## src/bwf_pkg.sv

```systemverilog
// Package for the byte-wide input buffer: register map, field layout,
// reset values, byte-lane states and the sample carrier.
// Assumes the register port carries 8-bit data and 5-bit addresses.
`default_nettype none

package bwf_pkg;

  // ****************************************************************
  // Register port geometry.
  // ****************************************************************
  localparam int unsigned ADDR_W = 5;
  localparam int unsigned DATA_W = 8;

  // ****************************************************************
  // Register offsets.
  // ****************************************************************
  localparam logic [ADDR_W-1:0] CTRL_ZERO_ADDR  = 5'h00;
  localparam logic [ADDR_W-1:0] BUF_MODE_ADDR   = 5'h01;
  localparam logic [ADDR_W-1:0] BUF_OFFSET_ADDR = 5'h03;
  localparam logic [ADDR_W-1:0] ALARM_STAT_ADDR = 5'h07;
  localparam logic [ADDR_W-1:0] ALARM_MASK_ADDR = 5'h11;

  // ****************************************************************
  // Field positions.
  // ****************************************************************
  localparam int unsigned RESYNC_ENA_BIT = 5;
  localparam int unsigned BUF_ENA_BIT    = 2;
  localparam int unsigned MSYNC_ENA_BIT  = 1;
  localparam int unsigned INTERP_LSB     = 6;
  localparam int unsigned INTERP_W       = 2;
  localparam int unsigned LIVE_LSB       = 4;
  localparam int unsigned ALARM_N        = 3;

  // ****************************************************************
  // Reset values.
  // ****************************************************************
  localparam logic [DATA_W-1:0] CTRL_ZERO_RST  = 8'h20;
  localparam logic [DATA_W-1:0] BUF_MODE_RST   = 8'h46;
  localparam logic [DATA_W-1:0] BUF_OFFSET_RST = 8'h04;
  localparam logic [DATA_W-1:0] ALARM_MASK_RST = 8'h00;

  // ****************************************************************
  // Buffer geometry and pointer constants.
  // ****************************************************************
  localparam int unsigned PTR_W      = 3;
  localparam int unsigned DEPTH      = 8;
  localparam int unsigned WORD_W     = 16;
  localparam logic [PTR_W-1:0] WPTR_HOME = 3'h0;
  localparam logic [PTR_W-1:0] PTR_ONE   = 3'h1;
  localparam logic [PTR_W-1:0] PTR_TWO   = 3'h2;
  localparam logic [PTR_W-1:0] PTR_SIX   = 3'h6;
  localparam logic [PTR_W-1:0] PTR_SEVEN = 3'h7;

  // Interpolation codes for factors 1 and 2; divider terminal counts for factors 1, 2 and 4.
  localparam logic [1:0] INTERP_X1 = 2'h0;
  localparam logic [1:0] INTERP_X2 = 2'h1;
  localparam logic [1:0] DIV_LAST1 = 2'h0;
  localparam logic [1:0] DIV_LAST2 = 2'h1;
  localparam logic [1:0] DIV_LAST4 = 2'h3;

  // Byte lane inside one sample, Gray coded along the usual path.
  typedef enum logic [1:0] {
    BWF_I_HI = 2'b00,
    BWF_I_LO = 2'b01,
    BWF_Q_HI = 2'b11,
    BWF_Q_LO = 2'b10
  } bwf_lane_t;

  // One complete sample, I and Q, bit 0 the least significant.
  typedef struct packed {
    logic [WORD_W-1:0] i_word;
    logic [WORD_W-1:0] q_word;
  } bwf_sample_t;

  // Alarm bits: two apart, one apart, collision.
  typedef struct packed {
    logic two_apart;
    logic one_apart;
    logic collision;
  } bwf_alarm_t;

endpackage : bwf_pkg

`default_nettype wire

```

## src/bwf_input_buffer.sv

```systemverilog
// Byte-wide input buffer: DDR byte capture, sample assembly, an 8-deep
// elastic store, pointer resync by the frame marker, alarms and bypass.
// Assumes the data clock and frame marker are sampled as plain inputs on
// i_ref_clk, which stands for the converter clock and runs well faster.
//
// Contract
// - Eight bits per data clock edge, both edges; four bytes form one sample.
// - In each 16-bit word bit 0 is LSB and bit 15 is MSB.
// - Frame marker is sampled only on rising data clock edges.
// - Elastic store holds 8 samples of two 16-bit channels.
// - Samples written at write pointer, read at read pointer, both advance.
// - Read rate is converter clock divided by the interpolation factor.
// - Pointer reset: write pointer to 0, read pointer to offset, default 4.
// - With resync and multi-sync enabled in buffer mode a marker rise resets both pointers.
// - Pointers wrap automatically after visiting all addresses.
// - Marker resets repeat while resync bit 5 is set; software may clear it.
// - Overrun or underrun duplicates or skips samples; only alarms report it.
// - Alarms for pointers within two, within one, and equal.
// - Alarms readable in the status register and routable to the alarm pin.
// - Buffer enable clear selects bypass regardless of the other two bits.
// - In bypass, data passes straight through; pointers do not matter.
//
// The placing of the registers and strobed register access are this design's own decisions.
`default_nettype none

module bwf_input_buffer (
  input  wire logic                       i_ref_clk,
  input  wire logic                       i_rst_n,
  input  wire logic                       i_input_data_clock,
  input  wire logic [7:0]                 i_data_byte,
  input  wire logic                       i_frame_marker,
  input  wire logic [bwf_pkg::ADDR_W-1:0] i_reg_addr,
  input  wire logic [bwf_pkg::DATA_W-1:0] i_reg_wdata,
  input  wire logic                       i_reg_wr,
  input  wire logic                       i_reg_rd,
  output logic      [bwf_pkg::DATA_W-1:0] o_reg_rdata,
  output var bwf_pkg::bwf_sample_t        o_sample,
  output logic                            o_sample_valid,
  output logic                            o_alarm_output_pin
);
  import bwf_pkg::*;

  // ****************************************************************
  // Register file.
  // ****************************************************************
  logic [DATA_W-1:0] ctrl_zero_ff;
  logic [DATA_W-1:0] buf_mode_ff;
  logic [DATA_W-1:0] buf_offset_ff;
  logic [DATA_W-1:0] alarm_mask_ff;
  bwf_alarm_t        alarm_sticky_ff;
  bwf_alarm_t        nxt_alarm_sticky;
  logic [DATA_W-1:0] nxt_rdata;

  // ****************************************************************
  // Data path state.
  // ****************************************************************
  logic              dclk_prev_ff;
  logic              frame_prev_ff;
  bwf_lane_t         lane_ff;
  bwf_lane_t         nxt_lane;
  logic [7:0]        i_hi_ff;
  logic [7:0]        i_lo_ff;
  logic [7:0]        q_hi_ff;
  bwf_sample_t       mem_ff [DEPTH];
  bwf_sample_t       bypass_ff;
  logic [PTR_W-1:0]  wptr_ff;
  logic [PTR_W-1:0]  rptr_ff;
  logic [1:0]        div_ff;
  bwf_alarm_t        live_ff;

  // Control fields decoded from the registers.
  wire logic             resync_ena = ctrl_zero_ff[RESYNC_ENA_BIT];
  wire logic             buf_ena    = buf_mode_ff[BUF_ENA_BIT];
  wire logic             msync_ena  = buf_mode_ff[MSYNC_ENA_BIT];
  wire logic [1:0]       interp_sel =
    buf_mode_ff[INTERP_LSB +: INTERP_W];
  wire logic [PTR_W-1:0] rptr_home  = buf_offset_ff[PTR_W-1:0];

  // ****************************************************************
  // Edge detection on the data clock level.
  // ****************************************************************
  // Both edges carry a byte; only the rising one looks at the marker.
  wire logic dclk_rise = i_input_data_clock & ~dclk_prev_ff;
  wire logic dclk_fall = ~i_input_data_clock & dclk_prev_ff;
  wire logic byte_take = dclk_rise | dclk_fall;
  // A marker rise counts only on a rising data clock edge.
  wire logic frame_rise = dclk_rise & i_frame_marker
                        & ~frame_prev_ff;

  // The pointer resync needs the resync and multi-sync bits in buffer mode.
  wire logic ptr_reset = frame_rise & resync_ena & msync_ena
                       & buf_ena;

  // ****************************************************************
  // Byte lane sequencing.
  // ****************************************************************
  // The marker edge pins the current byte as the I high byte.
  always_comb begin
    nxt_lane = lane_ff;
    if (byte_take) begin
      if (frame_rise) begin
        nxt_lane = BWF_I_LO;
      end else begin
        case (lane_ff)
          BWF_I_HI: nxt_lane = BWF_I_LO;
          BWF_I_LO: nxt_lane = BWF_Q_HI;
          BWF_Q_HI: nxt_lane = BWF_Q_LO;
          BWF_Q_LO: nxt_lane = BWF_I_HI;
          default:  nxt_lane = BWF_I_HI;
        endcase
      end
    end
  end

  wire bwf_lane_t cur_lane = frame_rise ? BWF_I_HI : lane_ff;
  wire logic      sample_done = byte_take & (cur_lane == BWF_Q_LO);
  // High byte sits in bits 15:8, so bit 0 of each word is its LSB.
  wire bwf_sample_t new_sample = '{i_word: {i_hi_ff, i_lo_ff},
                                   q_word: {q_hi_ff, i_data_byte}};

  always_ff @(posedge i_ref_clk or negedge i_rst_n) begin
    if (!i_rst_n) begin
      dclk_prev_ff  <= 1'b0;
      frame_prev_ff <= 1'b0;
      lane_ff       <= BWF_I_HI;
    end else begin
      dclk_prev_ff <= i_input_data_clock;
      if (dclk_rise) begin
        frame_prev_ff <= i_frame_marker;
      end
      lane_ff <= nxt_lane;
    end
  end

  // Partial bytes wait here until the last byte of the sample lands.
  always_ff @(posedge i_ref_clk or negedge i_rst_n) begin
    if (!i_rst_n) begin
      i_hi_ff <= 8'h00;
      i_lo_ff <= 8'h00;
      q_hi_ff <= 8'h00;
    end else if (byte_take) begin
      if (cur_lane == BWF_I_HI) i_hi_ff <= i_data_byte;
      if (cur_lane == BWF_I_LO) i_lo_ff <= i_data_byte;
      if (cur_lane == BWF_Q_HI) q_hi_ff <= i_data_byte;
    end
  end

  // ****************************************************************
  // Elastic store and write pointer.
  // ****************************************************************
  // One storage word per address; only the addressed entry loads.
  for (genvar g = 0; g < DEPTH; g++) begin : g_entry
    always_ff @(posedge i_ref_clk or negedge i_rst_n) begin
      if (!i_rst_n) begin
        mem_ff[g] <= '0;
      end else if (sample_done && wptr_ff == PTR_W'(g)) begin
        mem_ff[g] <= new_sample;
      end
    end
  end

  // The pointer wraps on its own through the 3-bit counter.
  always_ff @(posedge i_ref_clk or negedge i_rst_n) begin
    if (!i_rst_n) begin
      wptr_ff <= WPTR_HOME;
    end else if (ptr_reset) begin
      wptr_ff <= WPTR_HOME;
    end else if (sample_done) begin
      wptr_ff <= wptr_ff + PTR_ONE;
    end
  end

  // Bypass holds the latest sample for the converter side to take.
  always_ff @(posedge i_ref_clk or negedge i_rst_n) begin
    if (!i_rst_n) begin
      bypass_ff <= '0;
    end else if (sample_done) begin
      bypass_ff <= new_sample;
    end
  end

  // ****************************************************************
  // Read rate divider and read pointer.
  // ****************************************************************
  wire logic [1:0] div_last = (interp_sel == INTERP_X1) ? DIV_LAST1 :
                              (interp_sel == INTERP_X2) ? DIV_LAST2 :
                              DIV_LAST4;
  wire logic       rd_tick  = (div_ff >= div_last);

  always_ff @(posedge i_ref_clk or negedge i_rst_n) begin
    if (!i_rst_n) begin
      div_ff <= 2'h0;
    end else begin
      div_ff <= rd_tick ? 2'h0 : div_ff + 2'h1;
    end
  end

  // Read and write may land on one address; no correction is made.
  always_ff @(posedge i_ref_clk or negedge i_rst_n) begin
    if (!i_rst_n) begin
      rptr_ff <= BUF_OFFSET_RST[PTR_W-1:0];
    end else if (ptr_reset) begin
      rptr_ff <= rptr_home;
    end else if (rd_tick && buf_ena) begin
      rptr_ff <= rptr_ff + PTR_ONE;
    end
  end

  // The sample out is taken from the store or straight from capture.
  always_ff @(posedge i_ref_clk or negedge i_rst_n) begin
    if (!i_rst_n) begin
      o_sample       <= '0;
      o_sample_valid <= 1'b0;
    end else begin
      o_sample_valid <= rd_tick;
      if (rd_tick) begin
        o_sample <= buf_ena ? mem_ff[rptr_ff] : bypass_ff;
      end
    end
  end

  // ****************************************************************
  // Pointer distance alarms.
  // ****************************************************************
  // Modulo-8 difference gives the gap in either direction.
  wire logic [PTR_W-1:0] gap = wptr_ff - rptr_ff;
  wire bwf_alarm_t live_now = '{
    two_apart: (gap <= PTR_TWO) || (gap >= PTR_SIX),
    one_apart: (gap <= PTR_ONE) || (gap >= PTR_SEVEN),
    collision: (gap == WPTR_HOME)};

  // In bypass the pointers are meaningless, so the alarms stay quiet.
  always_ff @(posedge i_ref_clk or negedge i_rst_n) begin
    if (!i_rst_n) begin
      live_ff <= '0;
    end else begin
      live_ff <= buf_ena ? live_now : '0;
    end
  end

  // ****************************************************************
  // Register port.
  // ****************************************************************
  wire logic wr_ctrl = i_reg_wr && (i_reg_addr == CTRL_ZERO_ADDR);
  wire logic wr_mode = i_reg_wr && (i_reg_addr == BUF_MODE_ADDR);
  wire logic wr_offs = i_reg_wr && (i_reg_addr == BUF_OFFSET_ADDR);
  wire logic wr_stat = i_reg_wr && (i_reg_addr == ALARM_STAT_ADDR);
  wire logic wr_mask = i_reg_wr && (i_reg_addr == ALARM_MASK_ADDR);

  // Writing 0 clears a sticky bit, but a fresh alarm wins the same cycle.
  always_comb begin
    nxt_alarm_sticky = alarm_sticky_ff;
    if (wr_stat) begin
      nxt_alarm_sticky = alarm_sticky_ff & i_reg_wdata[ALARM_N-1:0];
    end
    nxt_alarm_sticky = nxt_alarm_sticky | live_ff;
  end

  // Unmapped addresses read as zero.
  always_comb begin
    nxt_rdata = '0;
    if (i_reg_addr == CTRL_ZERO_ADDR) begin
      nxt_rdata = ctrl_zero_ff;
    end else if (i_reg_addr == BUF_MODE_ADDR) begin
      nxt_rdata = buf_mode_ff;
    end else if (i_reg_addr == BUF_OFFSET_ADDR) begin
      nxt_rdata = buf_offset_ff;
    end else if (i_reg_addr == ALARM_STAT_ADDR) begin
      nxt_rdata[ALARM_N-1:0] = alarm_sticky_ff;
      nxt_rdata[LIVE_LSB +: ALARM_N] = live_ff;
    end else if (i_reg_addr == ALARM_MASK_ADDR) begin
      nxt_rdata = alarm_mask_ff;
    end
  end

  always_ff @(posedge i_ref_clk or negedge i_rst_n) begin
    if (!i_rst_n) begin
      ctrl_zero_ff  <= CTRL_ZERO_RST;
      buf_mode_ff   <= BUF_MODE_RST;
      buf_offset_ff <= BUF_OFFSET_RST;
      alarm_mask_ff <= ALARM_MASK_RST;
    end else begin
      if (wr_ctrl) ctrl_zero_ff <= i_reg_wdata;
      if (wr_mode) buf_mode_ff <= i_reg_wdata;
      if (wr_offs) buf_offset_ff <= i_reg_wdata;
      if (wr_mask) alarm_mask_ff <= i_reg_wdata;
    end
  end

  // Read data stand only in the cycle after the strobe.
  always_ff @(posedge i_ref_clk or negedge i_rst_n) begin
    if (!i_rst_n) begin
      alarm_sticky_ff    <= '0;
      o_reg_rdata        <= '0;
      o_alarm_output_pin <= 1'b0;
    end else begin
      alarm_sticky_ff    <= nxt_alarm_sticky;
      o_reg_rdata        <= i_reg_rd ? nxt_rdata : '0;
      o_alarm_output_pin <=
        |(alarm_sticky_ff & ~alarm_mask_ff[ALARM_N-1:0]);
    end
  end

endmodule : bwf_input_buffer

`default_nettype wire

```

## config.mk

```make
export PLATFORM = sky130hd
export DESIGN_NAME = bwf_input_buffer
export DESIGN_NICKNAME = d
export VERILOG_FILES = /design/src/bwf_pkg.sv /design/src/bwf_input_buffer.sv
export SDC_FILE = /design/constraint.sdc
export NUM_CORES = 1
export LEC_CHECK = 0
export ABC_CLOCK_PERIOD_IN_PS = 2900
export BUFFER_PORTS_ARGS = -buffer_cell sky130_fd_sc_hd__buf_2
export CAP_MARGIN = 20
export CORE_ASPECT_RATIO = 0.5
export CORE_MARGIN = 10
export CORE_UTILIZATION = 55
export CTS_CLUSTER_DIAMETER = 40
export DETAILED_ROUTE_END_ITERATION = 8
export GPL_ROUTABILITY_DRIVEN = 0
export HOLD_SLACK_MARGIN = 0.06
export PLACE_DENSITY_LB_ADDON = 0.1
export SYNTH_ARGS = -nofsm -noshare
export SYNTH_HDL_FRONTEND = slang
export SYNTH_SLANG_ARGS = --single-unit
```

## constraint.sdc

```tcl
create_clock -name i_ref_clk -period 2.9 [get_ports i_ref_clk]
set_input_delay 0.29 -clock i_ref_clk [delete_from_list [all_inputs] [get_ports i_ref_clk]]
set_output_delay 0.29 -clock i_ref_clk [all_outputs]
set_load 0.005 [all_outputs]
```

Yosys cells after proc, flatten, opt, wreduce, memory -nomap -nowiden. Cells that the tools add are included.

Multiply operators: 0. Eq/ne operators: 18. Magnitude comparators: 6. Muxes and demuxes: 25. Bitwise gates (word level): 17. Reduce and logical (&&, ||, !) cells: 28. Add/sub/neg operators: 4. Shifts and indexed selects: 0. Div/mod/pow operators: 0.

Operators by type and width (number): binary-select mux 32 bit (select 3 bit) (1); 2-to-1 mux 32 bit (3); 2-to-1 mux 8 bit (5); 2-to-1 mux 3 bit (8); logical AND 1 bit (14); equality test 3 bit (second input constant) (4); 2-to-1 mux 2 bit (5); AND 1 bit (8); equality test 2 bit (second input constant) (4); one-hot mux 2 bit (4 select lines) (1); adder 3 x 1 -> 3 bit (second input constant) (2); AND 3 bit (2); equality test 2 x 1 -> 1 bit (second input constant) (3); equality test 3 x 2 -> 1 bit (second input constant) (2); greater-or-equal comparator 3 bit (second input constant) (2); zero test 2 bit (3); zero test 3 bit (2); AND reduction 2 bit (3); equality test 5 x 1 -> 1 bit (second input constant) (1); equality test 5 x 2 -> 1 bit (second input constant) (1); equality test 5 x 3 -> 1 bit (second input constant) (1); equality test 5 bit (second input constant) (1); zero test 5 bit (1); greater-or-equal comparator 4 bit (second input constant) (1); 15 further kinds (20).

Memories kept: 0. RAM bits: 0. Output and inout port bits: 42. Latch bits: 0. ROM bits: 0. Bits of input ports: 27. Logic and storage cells: 140. Flip-flop bits (word level): 404.

Logic depth before layout (Yosys ltp).
Depth after elaboration: 9. Depth in mapped cells: 9. Gate-level depth less buffers: 7.

Worst setup path before layout. Ideal clock, no wire load.

Kind: flip-flop to flip-flop. Start: register buf_mode_ff[7]. End: register o_sample[13] (netlist name). Data required time: 2.782 ns. Arrival: 2.002 ns. Buffers on the path: 2. Library setup time: 0.118 ns. Clock period less this slack: 2.120 ns. Setup slack: 0.780 ns. Cell stages (with the launch flop): 9. Cells stage by stage: dfrtp_1 -> or2_2 -> ha_1 -> nand2b_1 -> a21oi_1 -> clkbuf_1 -> clkbuf_1 -> a211oi_1 -> a21o_1.

Word-level cells in the longest chain between the ends: 4. Elaborated cells on any way between the ends: 5. Those cells by class: order compare: 1; eq/ne: 1; mux: 2; reduce/logical: 1.

Ends and longest elaborated chain: start, declared (line bwf_input_buffer.sv:47) `logic [DATA_W-1:0] buf_mode_ff;`; start signal, assigned (line bwf_input_buffer.sv:284) `if (wr_mode) buf_mode_ff <= i_reg_wdata;`; equality test 2 x 1 -> 1 bit (line bwf_input_buffer.sv:186) `(interp_sel == INTERP_X2) ? DIV_LAST2 :`; 2-to-1 mux 2 bit (line bwf_input_buffer.sv:186); 2-to-1 mux 2 bit (*) (line bwf_input_buffer.sv:185) `wire logic [1:0] div_last = (interp_sel == INTERP_X1) ? DIV_LAST1 :`; greater-or-equal comparator 2 bit (*) (line bwf_input_buffer.sv:188) `wire logic rd_tick = (div_ff >= div_last);`; end signal, assigned (line bwf_input_buffer.sv:217) `o_sample <= buf_ena ? mem_ff[rptr_ff] : bypass_ff;`; end, declared (line bwf_input_buffer.sv:37) `output var bwf_pkg::bwf_sample_t o_sample,`.

Mark *: on every way between the ends. The rest lies on a longest branch, timed or not. A chain may end at the register's enable or synchronous reset.

Worst setup path after layout.
Start: input port i_input_data_clock. End: register mem_ff[81] (netlist name).

Word-level cells in the longest chain between the ends: 7. Elaborated cells on any way between the ends: 10. Those cells by class: eq/ne: 1; mux: 1; bitwise: 7; reduce/logical: 1.

Ends and longest elaborated chain: start, declared (line bwf_input_buffer.sv:29) `input wire logic i_input_data_clock,`; AND 1 bit (line bwf_input_buffer.sv:83) `wire logic dclk_rise = i_input_data_clock & ~dclk_prev_ff;`; AND 1 bit (line bwf_input_buffer.sv:87) `wire logic frame_rise = dclk_rise & i_frame_marker`; AND 1 bit (line bwf_input_buffer.sv:88) `& ~frame_prev_ff;`; 2-to-1 mux 2 bit (line bwf_input_buffer.sv:115) `wire bwf_lane_t cur_lane = frame_rise ? BWF_I_HI : lane_ff;`; equality test 2 bit (line bwf_input_buffer.sv:116) `wire logic sample_done = byte_take & (cur_lane == BWF_Q_LO);`; AND 1 bit (*) (line bwf_input_buffer.sv:116); logical AND 1 bit (*) (line bwf_input_buffer.sv:156) `end else if (sample_done && wptr_ff == PTR_W'(g)) begin`; end signal, assigned by index (line bwf_input_buffer.sv:157) `mem_ff[g] <= new_sample;`; end, declared (line bwf_input_buffer.sv:64) `bwf_sample_t mem_ff [DEPTH];`.

Marks and branches as above.

==> flow_metrics.env <==
export IMPL_nets=1347
export IMPL_die_x_um=277
export IMPL_crit_chain="dlygate4sd3_1 -> buf_2 -> ha_1 -> nor2b_2 -> and3b_2 -> nand3_2 -> buf_12 -> mux2_2"
export IMPL_synth_cell_types=54
export IMPL_initial_utilization_pct=56.5
export IMPL_worstSetupPathDepth=8
export IMPL_layout_setup_ws_ns=0.440
export IMPL_ant_nets=0
export IMPL_ioPinCount=69
export IMPL_cts_resized=0
export IMPL_tns_ns=0
export IMPL_status="complete, no violations"
export IMPL_cp_endpoint="mem_ff[81]"
export IMPL_tightestPinTransition_ns=0.727
export IMPL_drc=0
export IMPL_r2r_start="dclk_prev_ff"
export IMPL_grt_max_degree=87
export IMPL_relSlewSlack_pct=51.5
export IMPL_wl_mm=40.8
export IMPL_critPathSlowestCell="dlygate4sd3_1"
export IMPL_antenna_found_initial=0
export IMPL_syn_nets=1293
export IMPL_die_area_um2=41100
export IMPL_clock_latency_ns=0.55
export IMPL_diodes=0
export IMPL_viasPerCell=5.95
export IMPL_cp_arrival_ns=2.88
export IMPL_worst_setup_path_end_kind="flop"
export IMPL_post_dp_hpwl_mm=25.5
export IMPL_dr_pass1_iters=5
export IMPL_start_kind="input pin"
export IMPL_post_cts_setup_buffers=0
export IMPL_cts_root_buffer="clkbuf_16"
export IMPL_layout_drive_gt1_share_pct=39.5
export IMPL_powerDensity_nw_per_um2=1010
export IMPL_die_h_um=148
export IMPL_cp_startpoint="i_input_data_clock"
export IMPL_htreeDepth=2
export IMPL_ir_drop_uv=545
export IMPL_grt_overflow=0
export IMPL_fp_row_count=46
export IMPL_final_cells=1770
export IMPL_grt_use_total_pct=20.2
export IMPL_synth_async_reset_ratio_pct=100
export IMPL_preCtsSetupSlack_ns=0.466
export IMPL_synthCells=1254
export IMPL_synth_avg_cell_area_um2=14.5
export IMPL_period_share_pct=84.8
export IMPL_critPathRequiredTime_ns=3.32
export IMPL_drv_slew=0
export IMPL_vias=10500
export IMPL_cts_buffers=39
export IMPL_seq_area_frac_synth_pct=55.8
export IMPL_portBuffers=68
export IMPL_area_growth_syn_to_layout_pct=12.0
export IMPL_timing_rr_end="mem_ff[81]"
export IMPL_setup_viol=0
export IMPL_ys_seq_elements=404
export IMPL_rrSetupSlack_ns=0.52
export IMPL_max_stage_delay_ns=0.54
export IMPL_max_freq_ghz=0.406
export IMPL_rsz0062_at_grt="no"
export IMPL_cp_max_fo=26
export IMPL_wl_per_cell_um=23.0
export IMPL_hp_class="input pin to flop"
export IMPL_cts_tree="done"
export IMPL_synthesis_area_um2=18100
export IMPL_clk_pin_slew_ns=0.06
export IMPL_yosysWarningCount=0
export IMPL_critPathBufInv=3
export IMPL_cts_sinks=404
export IMPL_fin_skew_ns=0.0204
export IMPL_utilization_pct=63.2
export IMPL_grt_pass1_vias=11400
export IMPL_power_leakage_nw=10.0
export IMPL_maxCapViolations=0
export IMPL_grt_pass1_wl_mm=66.4
export IMPL_cts_buffer_depth=3
export IMPL_period_needed_ns=2.46
export IMPL_worst_setup_path_type="input pin to flop"
export IMPL_drt_iter0_drc=796
export IMPL_synth_main_ff_cell="dfrtp_1"
export IMPL_dp_cells=1687
export IMPL_finalHoldViolations=0
export IMPL_path_delay_family="buffers and inverters"
export IMPL_reg2reg_depth=7
export IMPL_core_um2=32100
export IMPL_postCtsHoldBufs=12
export IMPL_synth_edf_count=0
[tightest hold or removal path, cell delays in order]
cell and delay, ns:
buf_2 0.19, nand2_1 0.08, nand2_1 0.04
[cells in the mapped netlist, types with 19 or more instances]
cell / count / area share (%)
dfrtp_1: 398 / 55
clkbuf_1: 34 / 0.70
a21o_1: 32 / 1.3
buf_4: 27 / 1.1
mux2_1: 35 / 2.2
a211oi_1: 39 / 1.6
nand2_1: 107 / 2.2
buf_2: 32 / 0.88
mux4_2: 64 / 7.9
mux2_2: 240 / 15
mux2i_1: 35 / 1.9
o21ai_0: 19 / 0.52
mux2_4: 38 / 3.1
nor2_1: 39 / 0.81
[metal layers]
layer	vias up	share of wire (%)	wire length [um]	GRT usage [%]
li1	4630	-	-	-
met1	5609	47	19200	28.8
met2	240	46	18900	32.1
met3	52	5.1	2070	3.60
met4	0	1.3	528	4.00
met5	-	0	0	0
[stage by stage]
stage                     cell area [um2]  total power, W  hold WS (ns)
after floorplan                     18100          0.0136      -0.00559
after global placement              18900          0.0151         0.345
after detailed placement            18900          0.0155         0.349
after CTS                           20300          0.0208        0.0876
after global routing                20300          0.0218         0.113
final                               20300          0.0206         0.101
[placed cells by master, fill, tap and decap left out, types with 2 or more instances in the layout]
| cell | netlist | routed |
|---|---|---|
| nand3b_1 | 2 | 2 |
| nand3_2 | 7 | 7 |
| or2_2 | 2 | 2 |
| mux2_4 | 38 | 38 |
| clkbuf_1 | 34 | 14 |
| nor2b_1 | 2 | 2 |
| buf_4 | 27 | 21 |
| o21a_1 | 5 | 5 |
| clkbuf_16 | 0 | 41 |
| nor2_1 | 39 | 39 |
| nand2_1 | 107 | 107 |
| o21ai_0 | 19 | 19 |
| nand2b_1 | 10 | 10 |
| dlygate4sd3_1 | 0 | 12 |
| clkbuf_8 | 0 | 6 |
| clkinv_4 | 0 | 3 |
| mux4_2 | 64 | 64 |
| a21o_1 | 32 | 32 |
| dfstp_2 | 6 | 6 |
| a21oi_1 | 10 | 9 |
| nor3b_1 | 2 | 2 |
| nand3_1 | 3 | 3 |
| and2_1 | 2 | 2 |
| inv_1 | 11 | 11 |
| a221oi_1 | 4 | 4 |
| a211oi_1 | 39 | 39 |
| mux2_2 | 240 | 240 |
| dfrtp_1 | 398 | 396 |
| nand2_4 | 2 | 2 |
| mux2_1 | 35 | 35 |
| xnor2_1 | 4 | 4 |
| clkinv_2 | 0 | 4 |
| ha_1 | 11 | 11 |
| buf_12 | 0 | 14 |
| buf_2 | 32 | 67 |
| bufinv_16 | 0 | 3 |
| mux2i_1 | 35 | 35 |
[layout make-up]
type / instances / area [um2]
multi-input cells: 736 / 7390
flip-flops and latches: 404 / 10100
clock inverters: 10 / 136
clock buffers: 61 / 1160
well taps: 432 / 541
inverters: 12 / 45.0
fillers: 2372 / 11800
repair buffers: 115 / 908
[worst min path at each step]
| stage | startpoint | end | slack, ns | cells past startpoint |
|---|---|---|---|---|
| 4_1_cts | i_data_byte[3] | bypass_ff[3] | 0.09 | 3 |
| 3_5_place_dp | i_rst_n | mem_ff[89] | 0.35 | 1 |
| 3_3_place_gp | i_rst_n | mem_ff[121] | 0.35 | 1 |
| 5_1_grt | i_data_byte[3] | bypass_ff[3] | 0.11 | 3 |
| 6_report | i_data_byte[3] | bypass_ff[3] | 0.10 | 3 |
| 2_1_floorplan | i_rst_n | alarm_mask_ff[0] | -0.006 | 0 |
[power breakdown]
part | switching, W | internal, W | total [W]
logic | 0.00276 | 0.00341 | 0.00617
registers | 0.00152 | 0.00768 | 0.00920
clock network | 0.00218 | 0.00303 | 0.00521
total | 0.00645 | 0.0141 | 0.0206
[state kept, by name, summed over array words and instances, names as in the netlist, 8 cells and up]
name,cells
mem_ff,256
i_hi_ff,8
o_reg_rdata,8
i_lo_ff,8
buf_mode_ff,8
alarm_mask_ff,8
buf_offset_ff,8
bypass_ff,32
o_sample,32
q_hi_ff,8
ctrl_zero_ff,8
[kinds of logic after synthesis]
kind of cell / share of synthesized area (%)
flip-flops: 55.8
multiplexers: 30.1
adder cells (fa/ha/maj): 0.869
XOR/XNOR: 0.241
AND/OR/NAND/NOR: 4.98
AO/OA/AOI/OAI: 4.51
buffers and inverters: 3.51
(Power assumes the default switching activity.)
